--- src/hps_pkg.sv ---
// package of constants, types and register map for the two-slot hot-plug slot logic
// assumes an axi4-lite master on ref_clk and analog sense comparators arriving as async levels
// Operation
// RQ1 - rising edge on main enable toggles slot main rails on or off
// RQ2 - enables ignored for turn-on until standby valid and reset interval elapsed
// RQ3 - main enable low after a fault clears the main rail fault latches
// RQ4 - rising edge on standby enable toggles slot standby output on or off
// RQ5 - standby enable low after a fault clears the standby fault latch
// RQ6 - system holds pin enables low when slots are register controlled
// RQ7 - power good asserts only when commanded on and all three rails delivering
// RQ8 - fault output asserts when breaker trips on overcurrent, undervoltage, overtemperature
// RQ9 - main fault output cause clears when main enable goes low
// RQ10 - standby fault output cause clears when standby enable goes low
// RQ11 - with both faults, both enables must go low to release fault
// RQ12 - forced-on input low turns on all three slot outputs
// RQ13 - forced-on suppresses overcurrent, short, thermal and main undervoltage protections
// RQ14 - forced-on keeps standby undervoltage lockout active
// RQ15 - forced-on releases power good and fault outputs
// RQ16 - status registers report true supply state during forced-on
// RQ17 - control bit 2 blocks the slot forced-on input
// RQ18 - current limit longer than filter delay trips breaker and latches fault
// RQ19 - register logic runs from standby supply, usable in standby
// RQ20 - a main rail fault shuts down both main rails of the slot
// RQ21 - interrupt asserts on any fault unless common mask bit 3 is set
// RQ22 - enables synchronised and edge detected, each transition acts once
// RQ23 - latches cleared and outputs off after power-on reset
package hps_pkg;
   // =========================================================
   // register map
   localparam logic [3:0] CTRL_A_OFF   = 4'h0;
   localparam logic [3:0] CTRL_B_OFF   = 4'h4;
   localparam logic [3:0] STAT_A_OFF   = 4'h8;
   localparam logic [3:0] STAT_B_OFF   = 4'hc;
   localparam logic [3:0] COMMON_OFF   = 4'h0;
   localparam logic [4:0] COMMON_ADDR  = 5'h10;
   localparam int         CTRL_MAIN_ON = 0;
   localparam int         CTRL_AUX_ON  = 1;
   localparam int         CTRL_FORCE_BLOCK = 2;
   localparam int         COMMON_MASK  = 3;
   localparam logic [7:0] CTRL_RESET   = 8'h00;
   localparam logic [1:0] AXI_OKAY     = 2'h0;
   localparam logic [1:0] AXI_SLVERR   = 2'h2;
   // sync reset matches idle pins; forced-on is active low, so it resets high
   localparam logic [20:0] SYNC_RESET  = 21'h00c000;
   // =========================================================
   // timing
   localparam int CLK_MHZ              = 25;
   localparam int POR_INTERVAL_US      = 200;
   localparam int POR_CYCLES           = POR_INTERVAL_US * CLK_MHZ;
   localparam int FILTER_DELAY_US      = 20;
   localparam int FILTER_CYCLES        = FILTER_DELAY_US * CLK_MHZ;
   // =========================================================
   // per-slot analog sense, async levels
   typedef struct packed {
      logic main_ilim;
      logic aux_ilim;
      logic main_uv;
      logic aux_uv;
      logic over_temp;
      logic main_good;
      logic aux_good;
   } hps_sense_type;
   // per-slot rail switch drive
   typedef struct packed {
      logic main_on;
      logic aux_on;
   } hps_rail_type;
endpackage

--- src/hps_slot_logic.sv ---
// two-slot enable, fault latch, forced-on and status logic behind an axi4-lite slave
// assumes sense levels and pins are asynchronous; bus is synchronous to ref_clk
`timescale 1ns/1ps
module hps_slot_logic #(
   parameter int POR_CYCLES    = hps_pkg::POR_CYCLES,
   parameter int FILTER_CYCLES = hps_pkg::FILTER_CYCLES
) (
   // clock and reset
   input  wire logic                 ref_clk,
   input  wire logic                 rst_b,
   input  wire logic                 clk_en,
   // pins, asynchronous
   input  wire logic                 standby_supply_ok,
   input  wire logic [1:0]           main_enable_in,
   input  wire logic [1:0]           standby_rail_enable_in,
   input  wire logic [1:0]           force_on_n,
   input  wire hps_pkg::hps_sense_type [1:0] sense,
   // rail switches
   output hps_pkg::hps_rail_type [1:0]       rail,
   // open-drain outputs, enable high pulls low
   output logic [1:0]                power_good_n_o,
   output logic [1:0]                power_good_n_oe,
   output logic [1:0]                fault_n_o,
   output logic [1:0]                fault_n_oe,
   output logic                      irq_n_o,
   output logic                      irq_n_oe,
   // axi4-lite slave
   input  wire logic [4:0]           s_axi_awaddr,
   input  wire logic                 s_axi_awvalid,
   output logic                      s_axi_awready,
   input  wire logic [31:0]          s_axi_wdata,
   input  wire logic [3:0]           s_axi_wstrb,
   input  wire logic                 s_axi_wvalid,
   output logic                      s_axi_wready,
   output logic [1:0]                s_axi_bresp,
   output logic                      s_axi_bvalid,
   input  wire logic                 s_axi_bready,
   input  wire logic [4:0]           s_axi_araddr,
   input  wire logic                 s_axi_arvalid,
   output logic                      s_axi_arready,
   output logic [31:0]               s_axi_rdata,
   output logic [1:0]                s_axi_rresp,
   output logic                      s_axi_rvalid,
   input  wire logic                 s_axi_rready
);
   // =========================================================
   // synchronisers: 2 + 2 + 2 + 14 sense + 1 supply
   localparam int NS = 21;
   logic [NS-1:0] sync1;
   logic [NS-1:0] sync2;
   logic [NS-1:0] raw;
   assign raw = {standby_supply_ok, main_enable_in, standby_rail_enable_in, force_on_n, sense};
   always_ff @(posedge ref_clk or negedge rst_b) begin // [RQ22]
      if (!rst_b) begin
         sync1 <= hps_pkg::SYNC_RESET;
         sync2 <= hps_pkg::SYNC_RESET;
      end else if (clk_en) begin
         sync1 <= raw;
         sync2 <= sync1;
      end
   end
   logic                         sup_ok;
   logic [1:0]                   en_main;
   logic [1:0]                   en_aux;
   logic [1:0]                   frc_n;
   hps_pkg::hps_sense_type [1:0] sn;
   assign {sup_ok, en_main, en_aux, frc_n, sn} = sync2;

   // =========================================================
   // power-on reset interval; registers stay reachable throughout
   logic [$clog2(POR_CYCLES+1)-1:0] por_cnt;
   logic                            por_done;
   always_ff @(posedge ref_clk or negedge rst_b) begin // [RQ2] [RQ19]
      if (!rst_b) begin
         por_cnt  <= '0;
         por_done <= 1'b0;
      end else if (clk_en) begin
         if (!sup_ok) begin
            por_cnt  <= '0;
            por_done <= 1'b0;
         end else if (por_cnt == ($bits(por_cnt))'(POR_CYCLES)) begin
            por_done <= 1'b1;
         end else begin
            por_cnt <= por_cnt + 1'b1;
         end
      end
   end

   // =========================================================
   // registers
   logic [1:0][7:0] slot_control_reg;
   logic            interrupt_mask_bit;
   logic [1:0]      main_on;
   logic [1:0]      aux_on;
   logic [1:0]      main_flt;
   logic [1:0]      aux_flt;
   logic [1:0]      forced;
   logic [1:0]      main_prev;
   logic [1:0]      aux_prev;
   logic            wr_fire;
   logic [4:0]      wr_addr;
   logic [31:0]     wr_data;
   logic [1:0]      reg_main_set;
   logic [1:0]      reg_aux_set;

   genvar s;
   generate
      for (s = 0; s < 2; s++) begin : g_slot
         logic [$clog2(FILTER_CYCLES+1)-1:0] main_tmr;
         logic [$clog2(FILTER_CYCLES+1)-1:0] aux_tmr;
         logic                               main_trip;
         logic                               aux_trip;
         logic                               main_rise;
         logic                               aux_rise;
         assign forced[s] = !frc_n[s] && !slot_control_reg[s][hps_pkg::CTRL_FORCE_BLOCK]; // [RQ17]
         assign main_rise = en_main[s] && !main_prev[s]; // [RQ22]
         assign aux_rise  = en_aux[s] && !aux_prev[s];
         // current-limit timers; a brief spike does not trip
         always_ff @(posedge ref_clk or negedge rst_b) begin // [RQ18]
            if (!rst_b) begin
               main_tmr <= '0;
               aux_tmr  <= '0;
            end else if (clk_en) begin
               if (sn[s].main_ilim && main_on[s] && main_tmr != ($bits(main_tmr))'(FILTER_CYCLES))
                  main_tmr <= main_tmr + 1'b1;
               else if (!sn[s].main_ilim)
                  main_tmr <= '0;
               if (sn[s].aux_ilim && aux_on[s] && aux_tmr != ($bits(aux_tmr))'(FILTER_CYCLES))
                  aux_tmr <= aux_tmr + 1'b1;
               else if (!sn[s].aux_ilim)
                  aux_tmr <= '0;
            end
         end
         // forced-on suppresses all trips; standby undervoltage only blocks the output
         assign main_trip = !forced[s] && main_on[s] && // [RQ13]
                            (main_tmr == ($bits(main_tmr))'(FILTER_CYCLES) ||
                             sn[s].main_uv || sn[s].over_temp);
         assign aux_trip  = !forced[s] && aux_on[s] &&
                            (aux_tmr == ($bits(aux_tmr))'(FILTER_CYCLES) || sn[s].over_temp);
         always_ff @(posedge ref_clk or negedge rst_b) begin // [RQ23]
            if (!rst_b) begin
               main_prev[s] <= 1'b0;
               aux_prev[s]  <= 1'b0;
            end else if (clk_en) begin
               main_prev[s] <= en_main[s];
               aux_prev[s]  <= en_aux[s];
            end
         end
         // fault latches: a new trip wins over a clearing low enable
         always_ff @(posedge ref_clk or negedge rst_b) begin // [RQ23]
            if (!rst_b) begin
               main_flt[s] <= 1'b0;
               aux_flt[s]  <= 1'b0;
            end else if (clk_en) begin
               if (main_trip)
                  main_flt[s] <= 1'b1; // [RQ18]
               else if (!en_main[s])
                  main_flt[s] <= 1'b0; // [RQ3] [RQ9]
               if (aux_trip)
                  aux_flt[s] <= 1'b1;
               else if (!en_aux[s])
                  aux_flt[s] <= 1'b0; // [RQ5] [RQ10]
            end
         end
         // rail commands: pin edge toggles, register write sets; trip drops both main rails
         always_ff @(posedge ref_clk or negedge rst_b) begin // [RQ23]
            if (!rst_b) begin
               main_on[s] <= 1'b0;
               aux_on[s]  <= 1'b0;
            end else if (clk_en) begin
               if (main_trip)
                  main_on[s] <= 1'b0; // [RQ20]
               else if (main_rise && (main_on[s] || por_done))
                  main_on[s] <= !main_on[s]; // [RQ1] [RQ2]
               else if (reg_main_set[s] && (por_done || !wr_data[hps_pkg::CTRL_MAIN_ON]))
                  main_on[s] <= wr_data[hps_pkg::CTRL_MAIN_ON];
               if (aux_trip)
                  aux_on[s] <= 1'b0;
               else if (aux_rise && (aux_on[s] || por_done))
                  aux_on[s] <= !aux_on[s]; // [RQ4] [RQ2]
               else if (reg_aux_set[s] && (por_done || !wr_data[hps_pkg::CTRL_AUX_ON]))
                  aux_on[s] <= wr_data[hps_pkg::CTRL_AUX_ON];
            end
         end
         // rail drive; standby undervoltage lockout holds even when forced
         assign rail[s].main_on = main_on[s] || forced[s]; // [RQ12] [RQ13]
         assign rail[s].aux_on  = (aux_on[s] || forced[s]) && !sn[s].aux_uv; // [RQ14]
         // open-drain pins released while forced
         always_ff @(posedge ref_clk or negedge rst_b) begin
            if (!rst_b) begin
               power_good_n_oe[s] <= 1'b0;
               fault_n_oe[s]      <= 1'b0;
            end else if (clk_en) begin
               power_good_n_oe[s] <= !forced[s] && main_on[s] && aux_on[s] && // [RQ7] [RQ15]
                                     sn[s].main_good && sn[s].aux_good;
               fault_n_oe[s]      <= !forced[s] && (main_flt[s] || aux_flt[s]); // [RQ8] [RQ11]
            end
         end
         assign reg_main_set[s] = wr_fire && wr_addr[3:0] == (s ? hps_pkg::CTRL_B_OFF :
                                  hps_pkg::CTRL_A_OFF) && !wr_addr[4] && s_axi_wstrb[0];
         assign reg_aux_set[s]  = reg_main_set[s];
      end
   endgenerate
   assign power_good_n_o = 2'b00;
   assign fault_n_o      = 2'b00;

   // =========================================================
   // interrupt, open-drain
   always_ff @(posedge ref_clk or negedge rst_b) begin
      if (!rst_b)
         irq_n_oe <= 1'b0;
      else if (clk_en)
         irq_n_oe <= !interrupt_mask_bit && |{main_flt, aux_flt}; // [RQ21]
   end
   assign irq_n_o = 1'b0;

   // =========================================================
   // axi4-lite write: address and data taken in either order
   logic        aw_held;
   logic        w_held;
   logic        wr_ok;
   assign s_axi_awready = !aw_held && !s_axi_bvalid;
   assign s_axi_wready  = !w_held && !s_axi_bvalid;
   assign wr_fire = (aw_held || s_axi_awvalid) && (w_held || s_axi_wvalid) && !s_axi_bvalid;
   logic [4:0]  aw_q;
   logic [31:0] w_q;
   assign wr_addr = aw_held ? aw_q : s_axi_awaddr;
   assign wr_data = w_held ? w_q : s_axi_wdata;
   assign wr_ok   = wr_addr[1:0] == 2'h0 && (!wr_addr[4] || wr_addr == hps_pkg::COMMON_ADDR);
   always_ff @(posedge ref_clk or negedge rst_b) begin
      if (!rst_b) begin
         aw_held      <= 1'b0;
         w_held       <= 1'b0;
         aw_q         <= '0;
         w_q          <= '0;
         s_axi_bvalid <= 1'b0;
         s_axi_bresp  <= hps_pkg::AXI_OKAY;
      end else if (clk_en) begin
         if (wr_fire) begin
            aw_held      <= 1'b0;
            w_held       <= 1'b0;
            s_axi_bvalid <= 1'b1;
            s_axi_bresp  <= wr_ok ? hps_pkg::AXI_OKAY : hps_pkg::AXI_SLVERR;
         end else begin
            if (s_axi_awvalid && s_axi_awready) begin
               aw_held <= 1'b1;
               aw_q    <= s_axi_awaddr;
            end
            if (s_axi_wvalid && s_axi_wready) begin
               w_held <= 1'b1;
               w_q    <= s_axi_wdata;
            end
            if (s_axi_bvalid && s_axi_bready)
               s_axi_bvalid <= 1'b0;
         end
      end
   end
   always_ff @(posedge ref_clk or negedge rst_b) begin // [RQ19]
      if (!rst_b) begin
         slot_control_reg   <= {hps_pkg::CTRL_RESET, hps_pkg::CTRL_RESET};
         interrupt_mask_bit <= 1'b0;
      end else if (clk_en && wr_fire && s_axi_wstrb[0]) begin
         if (wr_addr == {1'b0, hps_pkg::CTRL_A_OFF})
            slot_control_reg[0] <= wr_data[7:0];
         if (wr_addr == {1'b0, hps_pkg::CTRL_B_OFF})
            slot_control_reg[1] <= wr_data[7:0];
         if (wr_addr == hps_pkg::COMMON_ADDR)
            interrupt_mask_bit <= wr_data[hps_pkg::COMMON_MASK];
      end
   end

   // =========================================================
   // axi4-lite read: status shows true supply state, not pin overrides
   function automatic logic [7:0] stat_byte(input int k);
      stat_byte = {1'b0, forced[k], sn[k].aux_good, sn[k].main_good,
                   aux_flt[k], main_flt[k], aux_on[k], main_on[k]}; // [RQ16]
   endfunction
   logic [31:0] rd_mux;
   logic        rd_ok;
   always_comb begin
      rd_mux = '0;
      rd_ok  = 1'b1;
      unique case (s_axi_araddr)
         {1'b0, hps_pkg::CTRL_A_OFF}: rd_mux = {24'h0, slot_control_reg[0]};
         {1'b0, hps_pkg::CTRL_B_OFF}: rd_mux = {24'h0, slot_control_reg[1]};
         {1'b0, hps_pkg::STAT_A_OFF}: rd_mux = {24'h0, stat_byte(0)};
         {1'b0, hps_pkg::STAT_B_OFF}: rd_mux = {24'h0, stat_byte(1)};
         hps_pkg::COMMON_ADDR:        rd_mux = {28'h0, interrupt_mask_bit, 1'b0, por_done, sup_ok};
         default:                     rd_ok  = 1'b0;
      endcase
   end
   assign s_axi_arready = !s_axi_rvalid;
   always_ff @(posedge ref_clk or negedge rst_b) begin
      if (!rst_b) begin
         s_axi_rvalid <= 1'b0;
         s_axi_rdata  <= '0;
         s_axi_rresp  <= hps_pkg::AXI_OKAY;
      end else if (clk_en) begin
         if (s_axi_arvalid && s_axi_arready) begin
            s_axi_rvalid <= 1'b1;
            s_axi_rdata  <= rd_ok ? rd_mux : 32'h0;
            s_axi_rresp  <= rd_ok ? hps_pkg::AXI_OKAY : hps_pkg::AXI_SLVERR;
         end else if (s_axi_rready) begin
            s_axi_rvalid <= 1'b0;
         end
      end
   end
endmodule

--- config.mk ---
export PLATFORM = sky130hd
export DESIGN_NAME = hps_slot_logic
export DESIGN_NICKNAME = d
export VERILOG_FILES = /design/src/hps_pkg.sv /design/src/hps_slot_logic.sv
export SDC_FILE = /design/constraint.sdc
export NUM_CORES = 1
export LEC_CHECK = 0
export BUFFER_PORTS_ARGS = -buffer_cell sky130_fd_sc_hd__buf_2
export CORE_AREA = 2 2 125 127
export DETAILED_ROUTE_END_ITERATION = 16
export DIE_AREA = 0 0 127 129
export HOLD_SLACK_MARGIN = 0.06
export PLACE_DENSITY = 0.73
export SYNTH_ARGS = -nofsm -noshare
export SYNTH_HDL_FRONTEND = slang
export SYNTH_SLANG_ARGS = --single-unit
--- constraint.sdc ---
create_clock -name ref_clk -period 2 [get_ports ref_clk]
set_clock_uncertainty 0.2 [all_clocks]
set_input_delay 0.2 -clock ref_clk [delete_from_list [all_inputs] [get_ports ref_clk]]
set_output_delay 0.2 -clock ref_clk [all_outputs]
set_load 0.05 [all_outputs]
==> reports/results.md <==
| Parameter | This run |
|:---|:---|
| Worst setup EP type | register |
| Power share of the sequential group | 39.9% |
| Horizontal die dimension | 127 um |
| Clk sinks | 153 |
| HPWL after detailed placement | 12220 um |
| Max-capacitance violation count | 0 |
| Average size of a mapped cell | 10.53 um2 |
| Fill cell total of the finished layout | 1123 |
| Number of input and output port buffers inserted | 71 |
| Total net switching power | 0.003283 W |
| Starting density of the core | 50.04% |
| Share of synthesized area occupied by flip-flops and latches | 51.15% |
| Yosys Warn Count | 0 |
| Cts bufs inserted | 17 |
| Syn Inst Count | 712 |
| Combinational family with the most area after synthesis | simple AND/OR/NAND/NOR gates |
| Run status | finished, violations left |
| Post-synthesis share of cell area spent on and, or, nand and nor gates | 14.71% |
| Power share of the clock group | 34.7% |
| Total area of multi-input combinational cells | 0.003486 mm2 |
| Antenna diode instance count | 0 |
| Final estimated routing congestion in global placement | 0.8685 |
| Regs by FF count | sync1 x21, sync2 x21 |
| Number of global-route vias before repair | 6257 |
| DR WL/cell | 17.19 um |
| Pins Over Slew Limit | 0 |
| Number of DRC markers in iteration 0 | 482 |
| WS Path Type | register to register |
| Final wirelength | 18670 um |
| Top library cells by usage in the layout, fill and taps aside | 148 x sky130_fd_sc_hd__dfrtp_1, 72 x sky130_fd_sc_hd__nor2_1, 69 x sky130_fd_sc_hd__buf_2 |
| Number of enable-type register cells in the synthesized netlist | 0 |
| Setup repair after global routing missed its margin | yes |
| Fraction of layout cells with a size suffix above 1 | 29.06% |
| Final worst setup slack | -0.09725 ns |
| Leakage power of the design | 4.426 nW |
| Arrival time reported for the critical path endpoint | 2.21 ns |
| Clk_lat worst skew | 0.43 ns |
| Final Hold Slack | 0.05608 ns |
| Share of flip-flops with an asynchronous set or reset after synthesis | 100.0% |
| Post-synthesis share of cell area spent on xor and xnor gates | 3.155% |
| Row Count | 45 |
| Antenna violations before repair | 0 |
| Failing checks | setup timing |
| Clock slew seen by the registers of the worst setup and hold paths | 0.06 ns |
| Final ANT Viol Nets | 0 |
| Total via count after detailed routing | 6234 |
| Peak clock frequency supported by timing | 0.4768 GHz |
| Switching power as a share of total power | 32.22% |
| CP peak stage delay | 0.54 ns |
| Finished Cell Area | 0.009667 mm2 |
| Signed area change from the synthesized netlist to the final layout | 28.98% |
| Final critical delay including setup and external delays | 2.097 ns |
| Largest net degree at the start of global routing | 56 |
| Startpoint Class | register |
| Cell at the slowest stage of the critical path | sky130_fd_sc_hd__or4b_4 |
| First-pass GRT wire length | 29900 um |
| Total Nets Final | 970 |
| Maximum ir drop on the vdd rail | 0.7457 mV |
| Total DRC errors in the routed layout | 0 |
| Synthesized-area fraction occupied by ao, oa, aoi and oai cells | 11.20% |
| Most frequently used flop master after synthesis | sky130_fd_sc_hd__dfrtp_1 |
| Area of the mapped netlist | 0.007495 mm2 |
| Period Utilization, post-route | 104.9% |
| Sum of overflow across all layers after global routing | 0 |
| Power Density | 1054 mW/mm2 |
| Part of the total power dissipated in combinational logic | 25.4% |
| Overall track demand over capacity in global routing | 22.86% |
| Internal cell power | 0.006907 W |
| Total placed instance area | 0.008294 mm2 |
| Distinct cells, synth | 65 |
| Chip Height | 129 um |
| Footprint of the flip-flops and latches | 0.003835 mm2 |
| Core Box Area | 0.01498 mm2 |
| Synth Area in Adders | 1.669% |
| Count of final setup violators | 9 |
| Maximum number of buffers from clock root to sink | 2 |
| Total Die Area | 0.01638 mm2 |
| Proportion of synthesized area in mux cells | 11.94% |
| Critical path's top delay family | simple AND/OR/NAND/NOR gates |
| Worst reg2reg setup slack | -0.1 ns |
| Worst Path Required | 2.11 ns |
| Flop and latch count out of synthesis | 153 |
| Hold Path Class | input pin to register |
| Count of TritonRoute iterations in the first routing pass | 5 |
| Sum of buffers and inverters on the critical path | 0 |
| Largest driver fanout on the critical path | 8 |
| # H-tree levels | 4 |
| Hold Fails Final Rpt | 0 |
| Series of cell instances along the critical path | or4b_4, o41a_1, nor4b_4, xnor2_1, nor2_1 |
| Root buffer selected by CTS | sky130_fd_sc_hd__clkbuf_16 |
| Clock tree from TritonCTS | built |
| I/O pin cnt | 130 |
| Most common library cell in the layout ignoring fill and taps | sky130_fd_sc_hd__dfrtp_1 |
| Vias per cell | 5.740 |
repair_timing:
action / 4_1_cts / 5_1_grt
resized for setup: 8 / 31
hold endpoints to repair: 205 / 1
hold buffers: 47 / 1
setup buffers: 0 / 9
pin swaps: 5 / 17
endpoints found under the setup margin: 32 / 61
gates cloned: 0 / 1
worst reg2reg max path, cell delays in order (launching register included):
cell and delay (ns):
sky130_fd_sc_hd__dfrtp_1 0.38, sky130_fd_sc_hd__or4b_4 0.54, sky130_fd_sc_hd__o41a_1 0.45, sky130_fd_sc_hd__nor4b_4 0.19
sky130_fd_sc_hd__xnor2_1 0.17, sky130_fd_sc_hd__nor2_1 0.06
synthesized netlist by cell type (all sizes together) (9+ instances only):
library cell,n,share of area [%]
xnor2,16,1.9
nor3,9,0.60
ha,10,1.7
nand3,18,1.2
nand2b,9,0.75
xor2,11,1.3
dfrtp,149,50
a21oi,24,1.6
inv,32,1.6
nor2,75,3.8
nand4,10,0.83
mux2,59,8.9
a22o,10,1.2
or3,10,0.83
clkbuf,14,0.70
o21ai,47,3.1
nor4,11,0.92
mux2i,14,1.9
buf,42,3.8
nand2,53,2.7
routing by layer:
layer | global-route usage [%] | wire length (um)
met1 | 27.58 | 7646
met2 | 38.77 | 9478
met3 | 4.823 | 888
met4 | 12.28 | 658
met5 | 0 | 0
layout make-up:
type	count	area share, %
Sequential cell	153	39.67
Inverter	32	1.243
Clock buffer	20	4.621
Clock inverter	12	2.058
Multi-Input combinational cell	501	36.06
Timing Repair Buffer	180	13.91
Tap cell	188	2.433
per-stage QoR:
stage               cells  total power (W)  setup TNS (ns)  util [%]  worst slack (ns)
floorplan             742         0.005609        -0.01275         -          -0.01275
global placement      997         0.006221         -0.8150     55.38          -0.08803
detailed placement    997         0.006343          -1.380     55.38           -0.1207
CTS                  1076         0.009973         -0.2635     63.15          -0.05859
global route         1086          0.01057          -1.224     64.54           -0.1464
finish               1086          0.01019         -0.3669     64.54          -0.09725
cell families (layout without fill, tap and decap cells):
family                     Yosys count  after routing
AOI/OAI and AO/OA                  129            129
xor gates and xnor gates            27             27
adders and majority gates           10             10
buffers and inverters               88            244
DFF                                153            153
muxes                               77             77
other                                1             31
and+or+nand+nor                    227            227
power groups by stage:
stage	clock network (W)	registers [W]	logic (W)
2_1_floorplan	0	0.00412	0.00149
3_3_place_gp	0	0.00402	0.00220
3_5_place_dp	0	0.00407	0.00228
4_1_cts	0.00354	0.00403	0.00240
5_1_grt	0.00368	0.00413	0.00276
6_report	0.00354	0.00407	0.00258
final timing paths:
kind,start,endpoint,cells past startpoint
max in group asynchronous,rst_b,sync2[15],3
min in group asynchronous,rst_b,sync1[11],2
worst max register to register,por_cnt[10],por_cnt[10],5
worst max-delay path,por_cnt[10],por_cnt[10],5
worst min register to register,sync1[10],sync1[10],1
worst min-delay path,s_axi_araddr[4],s_axi_rdata[7],3
No activity file was read; power rests on OpenSTA's default activity.
